===== config.mk =====
export PLATFORM = sky130hd
export DESIGN_NAME = cpc_port_ctrl
export DESIGN_NICKNAME = d
export VERILOG_FILES = /design/src/cpc_pkg.sv /design/src/cpc_rate_div.sv /design/src/cpc_port_ctrl.sv
export SDC_FILE = /design/constraint.sdc
export NUM_CORES = 1
export LEC_CHECK = 0
export BUFFER_PORTS_ARGS = -buffer_cell sky130_fd_sc_hd__buf_2
export CAP_MARGIN = 5
export CORE_UTILIZATION = 45
export DETAILED_ROUTE_END_ITERATION = 12
export HOLD_SLACK_MARGIN = 0.08
export PLACE_DENSITY = 0.68
export SYNTH_ARGS = -nofsm -noshare
export SYNTH_HDL_FRONTEND = slang
export SYNTH_SLANG_ARGS = --single-unit

===== constraint.sdc =====
create_clock -name clk -period 4 [get_ports clk]
set_input_delay 0.6 -clock clk [delete_from_list [all_inputs] [get_ports clk]]
set_output_delay 0.6 -clock clk [all_outputs]
set_load 0.03 [all_outputs]

===== src/cpc_pkg.sv =====
// package: offsets, fields, carriers and limits of the codec port control block
package cpc_pkg;

  // ------------------------------------------------------------
  // register byte offsets
  // ------------------------------------------------------------
  localparam logic [4:0] OFF_CTRL0 = 5'h00;
  localparam logic [4:0] OFF_STAT = 5'h04;
  localparam logic [4:0] OFF_MASK = 5'h08;
  localparam logic [4:0] OFF_CTRL1 = 5'h0c;
  localparam logic [4:0] OFF_FLAGS = 5'h10;

  // ------------------------------------------------------------
  // field positions
  // ------------------------------------------------------------
  localparam int ASD_LSB = 0;
  localparam int TSD_LSB = 8;
  localparam int DIV_W = 7;
  localparam int EN_BIT = 16;
  localparam int ECS_BIT = 17;
  localparam int ADM_BIT = 18;
  localparam int TTE_BIT = 19;
  localparam int TRE_BIT = 20;
  localparam int ATE_BIT = 21;
  localparam int ECP_LSB = 24;
  localparam int ECP_W = 2;
  localparam int CFS_BIT = 20;
  localparam int ST_W = 3;

  // ------------------------------------------------------------
  // reset values and limits
  // ------------------------------------------------------------
  localparam logic [31:0] CTRL0_RST = 32'h0000_0000;
  localparam logic [31:0] CTRL1_RST = 32'h0000_0000;
  localparam logic [ST_W-1:0] MASK_RST = 3'h0;
  localparam int ASD_MIN = 6;
  localparam int TSD_MIN = 16;
  localparam int DIV_MAX = 127;
  localparam int BITS_PER_FRAME = 32;

  // ------------------------------------------------------------
  // carriers
  // ------------------------------------------------------------
  typedef struct packed {
    logic [ECP_W-1:0] external_prescaler;
    logic audio_tx_irq_enable;
    logic telecom_rx_irq_enable;
    logic telecom_tx_irq_enable;
    logic receive_sampling_mode;
    logic external_clock_select;
    logic en;
    logic [DIV_W-1:0] telecom_rate_divisor;
    logic [DIV_W-1:0] audio_rate_divisor;
  } cpc_ctrl_t;

  // bit 0 telecom tx, bit 1 telecom rx, bit 2 audio tx
  typedef struct packed {
    logic audio_tx_service_flag;
    logic telecom_rx_service_flag;
    logic telecom_tx_service_flag;
  } cpc_flags_t;

  typedef struct packed {
    logic read;
    logic write;
    logic [4:0] address;
    logic [3:0] byteenable;
    logic [31:0] writedata;
  } cpc_av_req_t;

  typedef struct packed {
    logic waitrequest;
    logic [31:0] readdata;
  } cpc_av_rsp_t;

endpackage


===== src/cpc_rate_div.sv =====
// tick divider: one expire pulse per div input ticks
`timescale 1ns/1ps
module cpc_rate_div #(
  parameter int W = 7
) (
  input wire logic clk,
  input wire logic arst_n,
  input wire logic run,
  input wire logic tick,
  input wire logic [W-1:0] div,
  output logic expire
);
  logic [W-1:0] cnt_q;
  logic [W-1:0] last;

  if (W < 1 || W > 16) begin : g_bad_w
    $error("cpc_rate_div: W out of range");
  end

  // a zero divisor behaves as one so the chain never stalls
  assign last = (div == '0) ? '0 : div - W'(1);

  always_ff @(posedge clk or negedge arst_n) begin
    if (!arst_n) begin
      cnt_q <= '0;
      expire <= 1'b0;
    end else if (!run) begin
      cnt_q <= '0;
      expire <= 1'b0;
    end else begin
      expire <= tick && (cnt_q >= last);
      if (tick) begin
        cnt_q <= (cnt_q >= last) ? '0 : cnt_q + W'(1);
      end
    end
  end
endmodule


===== src/cpc_port_ctrl.sv =====
// codec serial port control fields with Avalon-MM register slave
`timescale 1ns/1ps
// ------------------------------------------------------------
// Overview of operation
// - audio divisor, bits 6:0, values 6-127
// - audio rate is bit clock over 32xdivisor
// - telecom divisor, bits 14:8, values 16-127
// - telecom rate is bit clock over 32xdivisor
// - enable low releases pins to pin controller
// - enabled port overrides sync port unless reassigned
// - external select low: on-chip clock, frequency bit
// - external select high: clock from external pin
// - frame rate is input over prescaler x32
// - sample rate adds divisor to frame division
// - mode low: store on every valid
// - mode high: first valid, then counter expiry
// - telecom tx enable forwards its service flag
// - telecom rx enable forwards its service flag
// - audio tx enable forwards its service flag
// - prescaler divides by code plus one
// - enables gate interrupts only, not flags/dma
// - reset forces port enable to zero
// ------------------------------------------------------------
module cpc_port_ctrl (
  input wire logic clk,
  input wire logic arst_n,
  input wire cpc_pkg::cpc_av_req_t av_req,
  output cpc_pkg::cpc_av_rsp_t av_rsp,
  input wire logic onchip_tick_fast,
  input wire logic onchip_tick_slow,
  input wire logic ext_clk_in,
  input wire cpc_pkg::cpc_flags_t svc_flags,
  input wire logic audio_rx_valid,
  input wire logic telecom_rx_valid,
  input wire logic sync_port_enable,
  input wire logic pin_reassign_bit,
  output logic port_owns_pins,
  output logic sync_port_run,
  output logic frame_tick,
  output logic audio_sample_tick,
  output logic telecom_sample_tick,
  output logic audio_rx_store,
  output logic telecom_rx_store,
  output cpc_pkg::cpc_flags_t fifo_irq_req,
  output cpc_pkg::cpc_flags_t dma_req,
  output logic irq
);
  import cpc_pkg::*;

  // ------------------------------------------------------------
  // register helpers
  // ------------------------------------------------------------
  function automatic logic [31:0] ctrl_word(input cpc_ctrl_t c);
    logic [31:0] w;
    w = '0;
    w[ASD_LSB +: DIV_W] = c.audio_rate_divisor;
    w[TSD_LSB +: DIV_W] = c.telecom_rate_divisor;
    w[EN_BIT] = c.en;
    w[ECS_BIT] = c.external_clock_select;
    w[ADM_BIT] = c.receive_sampling_mode;
    w[TTE_BIT] = c.telecom_tx_irq_enable;
    w[TRE_BIT] = c.telecom_rx_irq_enable;
    w[ATE_BIT] = c.audio_tx_irq_enable;
    w[ECP_LSB +: ECP_W] = c.external_prescaler;
    return w;
  endfunction

  function automatic cpc_ctrl_t ctrl_fields(input logic [31:0] w);
    cpc_ctrl_t c;
    c.audio_rate_divisor = w[ASD_LSB +: DIV_W];
    c.telecom_rate_divisor = w[TSD_LSB +: DIV_W];
    c.en = w[EN_BIT];
    c.external_clock_select = w[ECS_BIT];
    c.receive_sampling_mode = w[ADM_BIT];
    c.telecom_tx_irq_enable = w[TTE_BIT];
    c.telecom_rx_irq_enable = w[TRE_BIT];
    c.audio_tx_irq_enable = w[ATE_BIT];
    c.external_prescaler = w[ECP_LSB +: ECP_W];
    return c;
  endfunction

  function automatic logic [31:0] merge(input logic [31:0] old,
                                        input logic [31:0] wd,
                                        input logic [3:0] be);
    logic [31:0] m;
    m = {{8{be[3]}}, {8{be[2]}}, {8{be[1]}}, {8{be[0]}}};
    return (old & ~m) | (wd & m);
  endfunction

  // ------------------------------------------------------------
  // state
  // ------------------------------------------------------------
  cpc_ctrl_t ctrl_q;
  logic cfs_q;
  logic [ST_W-1:0] stat_q;
  logic [ST_W-1:0] mask_q;
  logic [ST_W-1:0] rd_snap_q;
  logic ext_q;
  logic seen_a_q;
  logic seen_t_q;
  logic wait_q;
  logic [31:0] rdata_q;

  logic acc;
  logic wr_go;
  logic rd_go;
  logic ext_edge;
  logic bit_tick;
  logic presc_tick;
  logic [2:0] presc_div;
  logic [5:0] frame_div;
  logic [ST_W-1:0] ev;
  logic [ST_W-1:0] clr;

  // ------------------------------------------------------------
  // Avalon-MM slave: request in cycle 0, waitrequest low in cycle 1
  // ------------------------------------------------------------
  assign av_rsp = '{waitrequest: wait_q, readdata: rdata_q};
  assign acc = (av_req.read || av_req.write) && av_rsp.waitrequest;
  assign wr_go = av_req.write && !av_rsp.waitrequest;
  assign rd_go = av_req.read && !av_rsp.waitrequest;

  always_ff @(posedge clk or negedge arst_n) begin
    if (!arst_n) begin
      wait_q <= 1'b1;
    end else if (!wait_q) begin
      wait_q <= 1'b1;
    end else if (av_req.read || av_req.write) begin
      wait_q <= 1'b0;
    end
  end

  // read data is captured one edge ahead of the taking edge
  always_ff @(posedge clk or negedge arst_n) begin
    if (!arst_n) begin
      rdata_q <= '0;
      rd_snap_q <= '0;
    end else if (acc && av_req.read) begin
      rdata_q <= '0;
      rd_snap_q <= '0;
      unique case (av_req.address)
        OFF_CTRL0: rdata_q <= ctrl_word(ctrl_q);
        OFF_CTRL1: rdata_q[CFS_BIT] <= cfs_q;
        OFF_STAT: begin
          rdata_q[ST_W-1:0] <= stat_q;
          rd_snap_q <= stat_q;
        end
        OFF_MASK: rdata_q[ST_W-1:0] <= mask_q;
        OFF_FLAGS: rdata_q[ST_W-1:0] <= svc_flags;
        default: rdata_q <= '0;
      endcase
    end
  end

  // ------------------------------------------------------------
  // control registers
  // ------------------------------------------------------------
  // every field gets a defined value, only enable must be zero
  always_ff @(posedge clk or negedge arst_n) begin
    if (!arst_n) begin
      ctrl_q <= ctrl_fields(CTRL0_RST);
    end else if (wr_go && av_req.address == OFF_CTRL0) begin
      ctrl_q <= ctrl_fields(merge(ctrl_word(ctrl_q), av_req.writedata,
                                  av_req.byteenable));
    end
  end

  always_ff @(posedge clk or negedge arst_n) begin
    if (!arst_n) begin
      cfs_q <= CTRL1_RST[CFS_BIT];
    end else if (wr_go && av_req.address == OFF_CTRL1 && av_req.byteenable[2]) begin
      cfs_q <= av_req.writedata[CFS_BIT];
    end
  end

  always_ff @(posedge clk or negedge arst_n) begin
    if (!arst_n) begin
      mask_q <= MASK_RST;
    end else if (wr_go && av_req.address == OFF_MASK && av_req.byteenable[0]) begin
      mask_q <= av_req.writedata[ST_W-1:0];
    end
  end

  // ------------------------------------------------------------
  // pin ownership
  // ------------------------------------------------------------
  always_ff @(posedge clk or negedge arst_n) begin
    if (!arst_n) begin
      port_owns_pins <= 1'b0;
      sync_port_run <= 1'b0;
    end else begin
      port_owns_pins <= ctrl_q.en;
      sync_port_run <= sync_port_enable && (!ctrl_q.en || pin_reassign_bit);
    end
  end

  // ------------------------------------------------------------
  // clock selection and rate chain
  // ------------------------------------------------------------
  // the external pin is synchronous here, so a plain edge detect serves
  always_ff @(posedge clk or negedge arst_n) begin
    if (!arst_n) begin
      ext_q <= 1'b0;
    end else begin
      ext_q <= ext_clk_in;
    end
  end

  assign ext_edge = ext_clk_in && !ext_q;
  assign presc_div = {1'b0, ctrl_q.external_prescaler} + 3'h1;
  assign frame_div = 6'(BITS_PER_FRAME);

  cpc_rate_div #(.W(3)) u_presc (
    .clk(clk),
    .arst_n(arst_n),
    .run(ctrl_q.en && ctrl_q.external_clock_select),
    .tick(ext_edge),
    .div(presc_div),
    .expire(presc_tick)
  );

  // prescaler bypassed while the on-chip clock is in use
  assign bit_tick = ctrl_q.external_clock_select ? presc_tick
                  : (cfs_q ? onchip_tick_slow : onchip_tick_fast);

  cpc_rate_div #(.W(6)) u_frame (
    .clk(clk),
    .arst_n(arst_n),
    .run(ctrl_q.en),
    .tick(bit_tick),
    .div(frame_div),
    .expire(frame_tick)
  );

  // sample rates count frames, so rate = bit clock / (32 x divisor)
  cpc_rate_div #(.W(DIV_W)) u_audio (
    .clk(clk),
    .arst_n(arst_n),
    .run(ctrl_q.en),
    .tick(frame_tick),
    .div(ctrl_q.audio_rate_divisor),
    .expire(audio_sample_tick)
  );

  cpc_rate_div #(.W(DIV_W)) u_telecom (
    .clk(clk),
    .arst_n(arst_n),
    .run(ctrl_q.en),
    .tick(frame_tick),
    .div(ctrl_q.telecom_rate_divisor),
    .expire(telecom_sample_tick)
  );

  // ------------------------------------------------------------
  // receive sampling mode
  // ------------------------------------------------------------
  // with a latching codec the valid bit never drops, so the counter paces stores
  always_ff @(posedge clk or negedge arst_n) begin
    if (!arst_n) begin
      seen_a_q <= 1'b0;
      seen_t_q <= 1'b0;
      audio_rx_store <= 1'b0;
      telecom_rx_store <= 1'b0;
    end else if (!ctrl_q.en) begin
      seen_a_q <= 1'b0;
      seen_t_q <= 1'b0;
      audio_rx_store <= 1'b0;
      telecom_rx_store <= 1'b0;
    end else if (!ctrl_q.receive_sampling_mode) begin
      seen_a_q <= 1'b0;
      seen_t_q <= 1'b0;
      audio_rx_store <= audio_rx_valid;
      telecom_rx_store <= telecom_rx_valid;
    end else begin
      seen_a_q <= seen_a_q || audio_rx_valid;
      seen_t_q <= seen_t_q || telecom_rx_valid;
      audio_rx_store <= seen_a_q ? audio_sample_tick : audio_rx_valid;
      telecom_rx_store <= seen_t_q ? telecom_sample_tick : telecom_rx_valid;
    end
  end

  // ------------------------------------------------------------
  // service flags, dma and interrupts
  // ------------------------------------------------------------
  always_ff @(posedge clk or negedge arst_n) begin
    if (!arst_n) begin
      dma_req <= '0;
      fifo_irq_req <= '0;
    end else begin
      dma_req <= svc_flags;
      fifo_irq_req.telecom_tx_service_flag <= svc_flags.telecom_tx_service_flag && ctrl_q.telecom_tx_irq_enable;
      fifo_irq_req.telecom_rx_service_flag <= svc_flags.telecom_rx_service_flag && ctrl_q.telecom_rx_irq_enable;
      fifo_irq_req.audio_tx_service_flag <= svc_flags.audio_tx_service_flag && ctrl_q.audio_tx_irq_enable;
    end
  end

  // a rising flag sets status; only bits that were read get cleared
  assign ev = svc_flags & ~dma_req;
  assign clr = (rd_go && av_req.address == OFF_STAT) ? rd_snap_q : '0;

  always_ff @(posedge clk or negedge arst_n) begin
    if (!arst_n) begin
      stat_q <= '0;
    end else begin
      stat_q <= (stat_q & ~clr) | ev;
    end
  end

  always_ff @(posedge clk or negedge arst_n) begin
    if (!arst_n) begin
      irq <= 1'b0;
    end else begin
      irq <= |(((stat_q & ~clr) | ev) & mask_q);
    end
  end
endmodule


==> results of run 1 <==
==> logic make-up (layout without fill, tap and decap cells) <==
group,count (synthesis),after routing
fa+ha+maj,24,24
compound gates,83,83
mux,32,32
simple gates,160,160
other cells,2,11
flops,96,96
buf+inv,38,116
xor+xnor,12,12
==> worst max-delay path, stage by stage (launching register included) <==
cell,delay [ns]
dfrtp_1,0.42
inv_1,0.09
ha_1,0.18
or3b_2,0.50
or4_4,0.47
nand2_1,0.08
ha_1,0.23
a21o_1,0.18
a221o_1,0.36
a311o_1,0.42
o21ai_0,0.21
a22o_1,0.15
==> Yosys cell counts (all sizes together) (2+ instances only) <==
cell type / n / share of area [%]
inv: 16 / 1.3
a32oi: 2 / 0.37
a221o: 3 / 0.63
o21a: 2 / 0.32
a211oi: 3 / 0.47
o22ai: 2 / 0.26
a211o: 3 / 0.55
nor2b: 8 / 1.1
dfrtp: 95 / 50
a31oi: 2 / 0.26
nor2: 17 / 1.5
nor4: 2 / 0.26
nand4: 3 / 0.39
conb: 2 / 0.16
xnor2: 5 / 0.92
nor3: 4 / 0.53
nand2: 74 / 5.8
o21ai: 33 / 3.5
clkbuf: 7 / 0.55
and3: 7 / 0.92
buf: 15 / 2.4
or2: 4 / 0.53
xor2: 7 / 1.3
mux2: 30 / 7.1
a22o: 14 / 2.6
nand2b: 5 / 0.66
mux2i: 2 / 0.42
and2: 11 / 1.5
nand3: 13 / 2.2
or3: 3 / 0.39
ha: 23 / 6.0
a21o: 4 / 0.63
a21oi: 10 / 1.1
nor3b: 2 / 0.55
==> cell type report <==
cell class / instances / area share, %
Sequential cell: 96 / 44.21
Multi-Input combinational cell: 322 / 40.23
Timing Repair Buffer: 84 / 7.917
Clock buffer: 14 / 3.176
Tap cell: 136 / 3.130
Inverter: 16 / 1.105
Clock inverter: 2 / 0.2301
==> layer usage <==
metal,track usage (%),share of wire (%)
met5,0,0
met4,7.445,1.6
met3,4.367,5.2
met2,32.64,49
met1,24.61,45
==> path summary, 6_finish.rpt <==
path                                         from                              to  slack, ns  depth (start not counted)
max                                          flop  u_telecom.cnt_q[2]$_DFFE_PN0P_       0.66                         11
min                                        arst_n      asynchronous set/reset pin       0.39                          1
max reg2reg                                  flop  u_telecom.cnt_q[2]$_DFFE_PN0P_       0.66                         11
min reg2reg                rdata_q[9]$_DFFE_PN0P_          rdata_q[9]$_DFFE_PN0P_       0.48                          2
max in group asynchronous                  arst_n                 ext_q$_DFF_PN0_       2.76                          2
min in group clk                       ext_clk_in                 ext_q$_DFF_PN0_       0.39                          1
==> power breakdown <==
group	switching (mW)	internal [mW]	leakage (nW)
clock network	0.328	0.277	0.0927
registers	0.0353	1.01	1.30
logic	0.210	0.140	1.33
==> flow_metrics.tcl, run 1 <==
set metrics [dict create \
    holdBufCountCts 0 \
    detail_route.wl_per_cell_um 14.87 \
    grtUsageTotal_pct 19.48 \
    p_leak_nw 2.718 \
    vdd_drop_max_uv 218.3 \
    design_area_um2 5436 \
    dpl-instance-area_um2 5251 \
    multi_input_area_um2 2187 \
    antenna_found_initial 0 \
    synthAdderAreaFrac_pct 6.260 \
    dr.pass1.iters 5 \
    dp_hpwl_mm 7.394 \
    via_per_inst 5.294 \
    tns_ns 0 \
    die_area_um2 10990 \
    required_ns 4.30 \
    pin_count 102 \
    syn_to_final_growth_pct 14.28 \
    drt_iter0_drc 162 \
    fin_crit_ns 3.342 \
    synth_cell_types 59 \
    die_h_um 104.8 \
    worstPathMaxFanout 6 \
    placed_cells 654 \
    synth_compound_area_share_pct 11.52 \
    io_buffers 81 \
    synth-edff-count 0 \
    ys_seq_elements 96 \
    worst_slack_ns 0.6585 \
    synth_mux_area_share_pct 7.522 \
    die_x_um 104.8 \
    seq_area_um2 2404 \
    postCtsSetupBuffers 0 \
    fin_crit_sh_pct 83.54 \
    syn_area_per_cell_um2 10.64 \
    final_nets 607 \
    crit_type "flop to flop" \
    place_ws_ns 0.6705 \
    max_freq_mhz 299.3 \
    clkSinkCount 96 \
    yosys_warnings 0 \
    synth-simple-area-share_pct 17.60 \
    holdWs_ns 0.3867 \
    drc 0 \
    drive_gt1_share_pct 26.78 \
    fin_util_pct 52.90 \
    grt_pass1_wl_mm 16.88 \
    finalSetupViolations 0 \
    status "complete, no violations" \
    num_rows 37 \
    wl_mm 9.962 \
    final_cell_mix "dfrtp_1 (95), buf_2 (80), nand2_1 (74)" \
    clock_skew_ns 0.01325 \
    fillers 958 \
    finalMaxSlewViolations 0 \
    cts_inserted_buffers 9 \
    overflow 0 \
    cts_max_level 3 \
    clockBufferDepth 2 \
    report.final.hold_viol_count 0 \
    synthCells 447 \
    start_util_pct 46.29 \
    via_count 3547 \
    final_common_cell "dfrtp_1" \
    cts.repair.resized 0 \
    core-area_um2 10280 \
    fin_total_pwr_mw 1.997 \
    cts_tree "done" \
    yosysSeqAreaShare_pct 50.53 \
    cp-start-kind "flop" \
    postSynth.asyncResetShare_pct 100.0 \
    synth_top_family_by_area "simple AND/OR/NAND/NOR gates" \
    routabilityCongestion 0.7670 \
    slew_headroom_pct 34.87 \
    ys.flop_type "dfrtp_1" \
    tightest_slew_ns 0.9770 \
    hp-class "input port to asynchronous set/reset pin" \
    clock_latency_ns 0.36 \
    cap_violations 0 \
    ant_nets 0 \
    fin_cells 670 \
    end_kind "flop" \
    n_antenna_cell 0 \
    clk_pin_slew_ns 0.09 \
    syn_area_um2 4757 \
    rsz0062_at_grt "false" \
    p_per_area_nw_per_um2 367.3 \
    grt_pass1_vias 3581 \
    worstPathArrival_ns 3.65 \
    cts_root_buffer "clkbuf_8" \
    grt_max_degree 80 \
    yosys.area_share.xor_xnor_pct 2.209 \
]
Note: power is estimated with default switching activity, not from simulation.
==> run 2, diff against run 1 <==
==> constraint.sdc (replaced) <==
create_clock -name clk -period 3.4 [get_ports clk]
set_input_delay 0.51 -clock clk [delete_from_list [all_inputs] [get_ports clk]]
set_output_delay 0.51 -clock clk [all_outputs]
set_load 0.03 [all_outputs]
==> flow_metrics.tcl, run 2 (synthesis results as in run 1) <==
set metrics [dict create \
    pin_count 102 \
    finalSetupViolations 0 \
    required_ns 3.71 \
    overflow 0 \
    design_area_um2 5500 \
    place_ws_ns 0.07528 \
    dp_hpwl_mm 7.589 \
    placed_cells 657 \
    die_x_um 104.8 \
    detail_route.wl_per_cell_um 14.99 \
    wl_mm 10.12 \
    io_buffers 81 \
    num_rows 37 \
    clk_pin_slew_ns 0.09 \
    dr.pass1.iters 4 \
    grtUsageTotal_pct 19.87 \
    hp-class "input port to flop" \
    drc 0 \
    fillers 935 \
    grt_pass1_vias 3675 \
    fin_cells 675 \
    dpl-instance-area_um2 5274 \
    clock_skew_ns 0.01200 \
    crit_type "flop to flop" \
    clockBufferDepth 2 \
    final_cell_mix "dfrtp_1 (95), buf_2 (80), nand2_1 (74)" \
    p_leak_nw 2.746 \
    clock_latency_ns 0.36 \
    min_path_cells 1 \
    rsz0062_at_grt "false" \
    worstPathArrival_ns 3.56 \
    cts_tree "done" \
    fin_crit_sh_pct 95.52 \
    vdd_drop_max_uv 249.7 \
    ant_nets 0 \
    clkSinkCount 96 \
    cap_violations 0 \
    core-area_um2 10280 \
    routabilityCongestion 0.7769 \
    via_count 3548 \
    multi_input_area_um2 2196 \
    slew_headroom_pct 45.14 \
    grt_max_degree 34 \
    via_per_inst 5.256 \
    grt_pass1_wl_mm 17.16 \
    fin_crit_ns 3.248 \
    cts_max_level 3 \
    p_per_area_nw_per_um2 440.9 \
    cts_root_buffer "clkbuf_8" \
    start_util_pct 46.29 \
    n_antenna_cell 0 \
    antenna_found_initial 0 \
    cp-start-kind "flop" \
    worstPathMaxFanout 6 \
    worst_slack_ns 0.1525 \
    status "complete, no violations" \
    tns_ns 0 \
    report.final.hold_viol_count 0 \
    die_h_um 104.8 \
    fin_total_pwr_mw 2.425 \
    die_area_um2 10990 \
    syn_to_final_growth_pct 15.62 \
    drive_gt1_share_pct 27.27 \
    tightest_slew_ns 0.8209 \
    max_freq_mhz 307.9 \
    final_nets 612 \
    cts_inserted_buffers 9 \
    drt_iter0_drc 141 \
    final_common_cell "dfrtp_1" \
    seq_area_um2 2404 \
    finalMaxSlewViolations 0 \
    r2r_cells 11 \
    end_kind "flop" \
]
[run 2: per-stage QoR]
step / util [%] / hold slack (ns)
CTS: 53.36 / 0.2713
finish: 53.52 / 0.2882
floorplan: - / 0.2144
detailed placement: 51.31 / 0.4654
global route: 53.52 / 0.2787
global placement: 51.31 / 0.4638
[run 2: cell type report]
type,count,share of cell area (%)
repair buffers,89,8.553
multi-input cells,322,39.92
clock buffers,14,2.957
flip-flops and latches,96,43.70
well taps,136,3.094
inverters,16,1.092
clock inverters,2,0.6824
[run 2: worst paths after layout]
kind / startpoint / endpoint / slack [ns]
max reg2reg: flop / u_telecom.cnt_q[0]$_DFFE_PN0P_ / 0.15
min reg2reg: rdata_q[11]$_DFFE_PN0P_ / rdata_q[11]$_DFFE_PN0P_ / 0.48
max: flop / u_telecom.cnt_q[0]$_DFFE_PN0P_ / 0.15
min: ext_clk_in / ext_q$_DFF_PN0_ / 0.29
max in group asynchronous: arst_n / wait_q$_DFF_PN1_ / 1.98
min in group asynchronous: arst_n / rdata_q[5]$_DFFE_PN0P_ / 0.62
[run 2: routing by layer]
layer / track usage, % / vias up / share of wire [%]
li1: - / 1724 / -
met1: 24.73 / 1727 / 44
met2: 32.92 / 80 / 49
met3: 4.242 / 17 / 4.9
met4: 9.557 / 0 / 2.3
met5: 0 / - / 0
[run 2: timing repair]
item / 4_1_cts / 5_1_grt
endpoints found under the setup margin: 0 / 12
hold buffers: 1 / 0
hold endpoints to repair: 15 / 0
resized for setup: 0 / 2
buffers inserted: 0 / 1
[run 2: critical path: stages (launching register included)]
cell and delay, ns:
dfrtp_1 0.41, inv_1 0.08, ha_1 0.19, or3b_4 0.41
or4_4 0.47, nand2_1 0.09, ha_1 0.24, a21o_1 0.19
a221o_1 0.36, a311o_1 0.37, nor2_4 0.20, mux2_2 0.17
[run 2: power by group]
group | switching (mW) | internal [mW]
Sequential | 0.0389 | 1.18
Combinational | 0.256 | 0.174
Clock | 0.391 | 0.382
==> run 3, diff against run 2 <==
--- a/config.mk
+++ b/config.mk
@@ -5,12 +5,12 @@
 export SDC_FILE = /design/constraint.sdc
 export NUM_CORES = 1
 export LEC_CHECK = 0
-export BUFFER_PORTS_ARGS = -buffer_cell sky130_fd_sc_hd__buf_2
+export BUFFER_PORTS_ARGS = -buffer_cell sky130_fd_sc_hd__buf_4
 export CAP_MARGIN = 5
 export CORE_UTILIZATION = 45
 export DETAILED_ROUTE_END_ITERATION = 12
 export HOLD_SLACK_MARGIN = 0.08
-export PLACE_DENSITY = 0.68
+export PLACE_DENSITY = 0.78
 export SYNTH_ARGS = -nofsm -noshare
 export SYNTH_HDL_FRONTEND = slang
 export SYNTH_SLANG_ARGS = --single-unit
==> flow_metrics.tcl, run 3 (synthesis results as in run 1) <==
set metrics [dict create \
    syn_to_final_growth_pct 19.62 \
    cts_max_level 3 \
    finalMaxSlewViolations 0 \
    overflow 0 \
    multi_input_area_um2 2198 \
    cp-start-kind "flop" \
    cap_violations 0 \
    via_count 3556 \
    die_h_um 104.8 \
    clk_pin_slew_ns 0.09 \
    reg2reg_slack_ns 0.16 \
    clockBufferDepth 2 \
    max_freq_mhz 308.9 \
    antenna_found_initial 0 \
    core-area_um2 10280 \
    finalSetupViolations 0 \
    r2r_cells 11 \
    worst_slack_ns 0.1623 \
    grt_pass1_wl_mm 17.71 \
    clock_latency_ns 0.37 \
    worstPathArrival_ns 3.54 \
    grt_max_degree 44 \
    worstPathMaxFanout 6 \
    grt_pass1_vias 3684 \
    cts_inserted_buffers 9 \
    crit_type "flop to flop" \
    dp_hpwl_mm 7.858 \
    fin_util_pct 55.37 \
    dr.pass1.iters 5 \
    start_util_pct 46.29 \
    r2r-end "u_telecom.cnt_q[2]$_DFFE_PN0P_" \
    die_x_um 104.8 \
    io_buffers 81 \
    final_cell_mix "dfrtp_1 (95), buf_4 (87), nand2_1 (74)" \
    dpl-instance-area_um2 5474 \
    drc 0 \
    seq_area_um2 2404 \
    vdd_drop_max_uv 231.2 \
    detail_route.wl_per_cell_um 15.65 \
    die_area_um2 10990 \
    p_per_area_nw_per_um2 435.1 \
    required_ns 3.70 \
    num_rows 37 \
    fin_total_pwr_mw 2.476 \
    cts_root_buffer "clkbuf_8" \
    rsz0062_at_grt "false" \
    fin_cells 673 \
    tightest_slew_ns 0.9011 \
    p_leak_nw 2.781 \
    ant_nets 0 \
    fin_crit_ns 3.238 \
    status "complete, no violations" \
    clock_skew_ns 0.01173 \
    fin_crit_sh_pct 95.23 \
    hp-class "input port to asynchronous set/reset pin" \
    holdWs_ns 0.1172 \
    routabilityCongestion 0.7814 \
    report.final.hold_viol_count 0 \
    place_ws_ns 0.1100 \
    drt_iter0_drc 159 \
    clkSinkCount 96 \
    fillers 901 \
    placed_cells 657 \
    n_antenna_cell 0 \
    cts_tree "done" \
    final_nets 610 \
    design_area_um2 5690 \
    wl_mm 10.53 \
    end_kind "flop" \
    pin_count 102 \
    slew_headroom_pct 39.81 \
    tns_ns 0 \
    drive_gt1_share_pct 27.56 \
    grtUsageTotal_pct 20.88 \
    via_per_inst 5.284 \
    final_common_cell "dfrtp_1" \
]
[run 3: cell count changes in the layout (fill, tap and decap cells not counted), moves of 2 or more]
cell,before,now
clkbuf_8,11,9
buf_4,8,87
buf_2,80,0
clkinv_2,0,2
[run 3: layout make-up]
| type | count | share of cell area (%) |
|---|---|---|
| multi-input combinational | 322 | 38.63 |
| timing repair buffer | 87 | 11.48 |
| clock inverter | 4 | 1.231 |
| clock buffer | 12 | 2.375 |
| inverter | 16 | 1.055 |
| tap | 136 | 2.990 |
| sequential | 96 | 42.24 |
[run 3: critical path, stage by stage, from the launching register on]
cell and delay [ns]:
dfrtp_1 0.41, inv_1 0.10, ha_2 0.20, or3b_4 0.40, or4_4 0.46, nand2_1 0.08
ha_1 0.23, a21o_1 0.18, a221o_1 0.36, a311o_2 0.38, nor2_4 0.19, a22o_1 0.17
[run 3: metal layers]
layer	up-vias	global-route usage, %	share of wire [%]
met1	1743	24.83	42
met4	0	9.356	2.8
met2	78	36.05	50
li1	1712	-	-
met5	-	0	0
met3	23	4.741	4.8
[run 3: worst max path at each step]
stage | start | to | slack (ns) | cells past startpoint
2_1_floorplan | flop | u_telecom.cnt_q[0]$_DFFE_PN0P_ | 0.30 | 11
3_3_place_gp | flop | u_telecom.cnt_q[0]$_DFFE_PN0P_ | 0.18 | 11
3_5_place_dp | flop | u_telecom.cnt_q[0]$_DFFE_PN0P_ | 0.11 | 11
4_1_cts | flop | u_telecom.cnt_q[2]$_DFFE_PN0P_ | 0.05 | 11
5_1_grt | flop | u_telecom.cnt_q[0]$_DFFE_PN0P_ | 0.01 | 11
6_report | flop | u_telecom.cnt_q[2]$_DFFE_PN0P_ | 0.16 | 11
[run 3: report_power, final]
part	leakage (nW)	internal, mW	total [mW]	switching (mW)
Clock	0.104	0.413	0.801	0.388
Combinational	1.38	0.197	0.452	0.255
Sequential	1.30	1.18	1.22	0.0389
Total	2.78	1.79	2.48	0.682
[run 3: what timing repair did]
action	CTS	global route
hold buffers	0	0
setup buffers	0	0
setup endpoints to repair	0	7
gates resized for setup	0	5
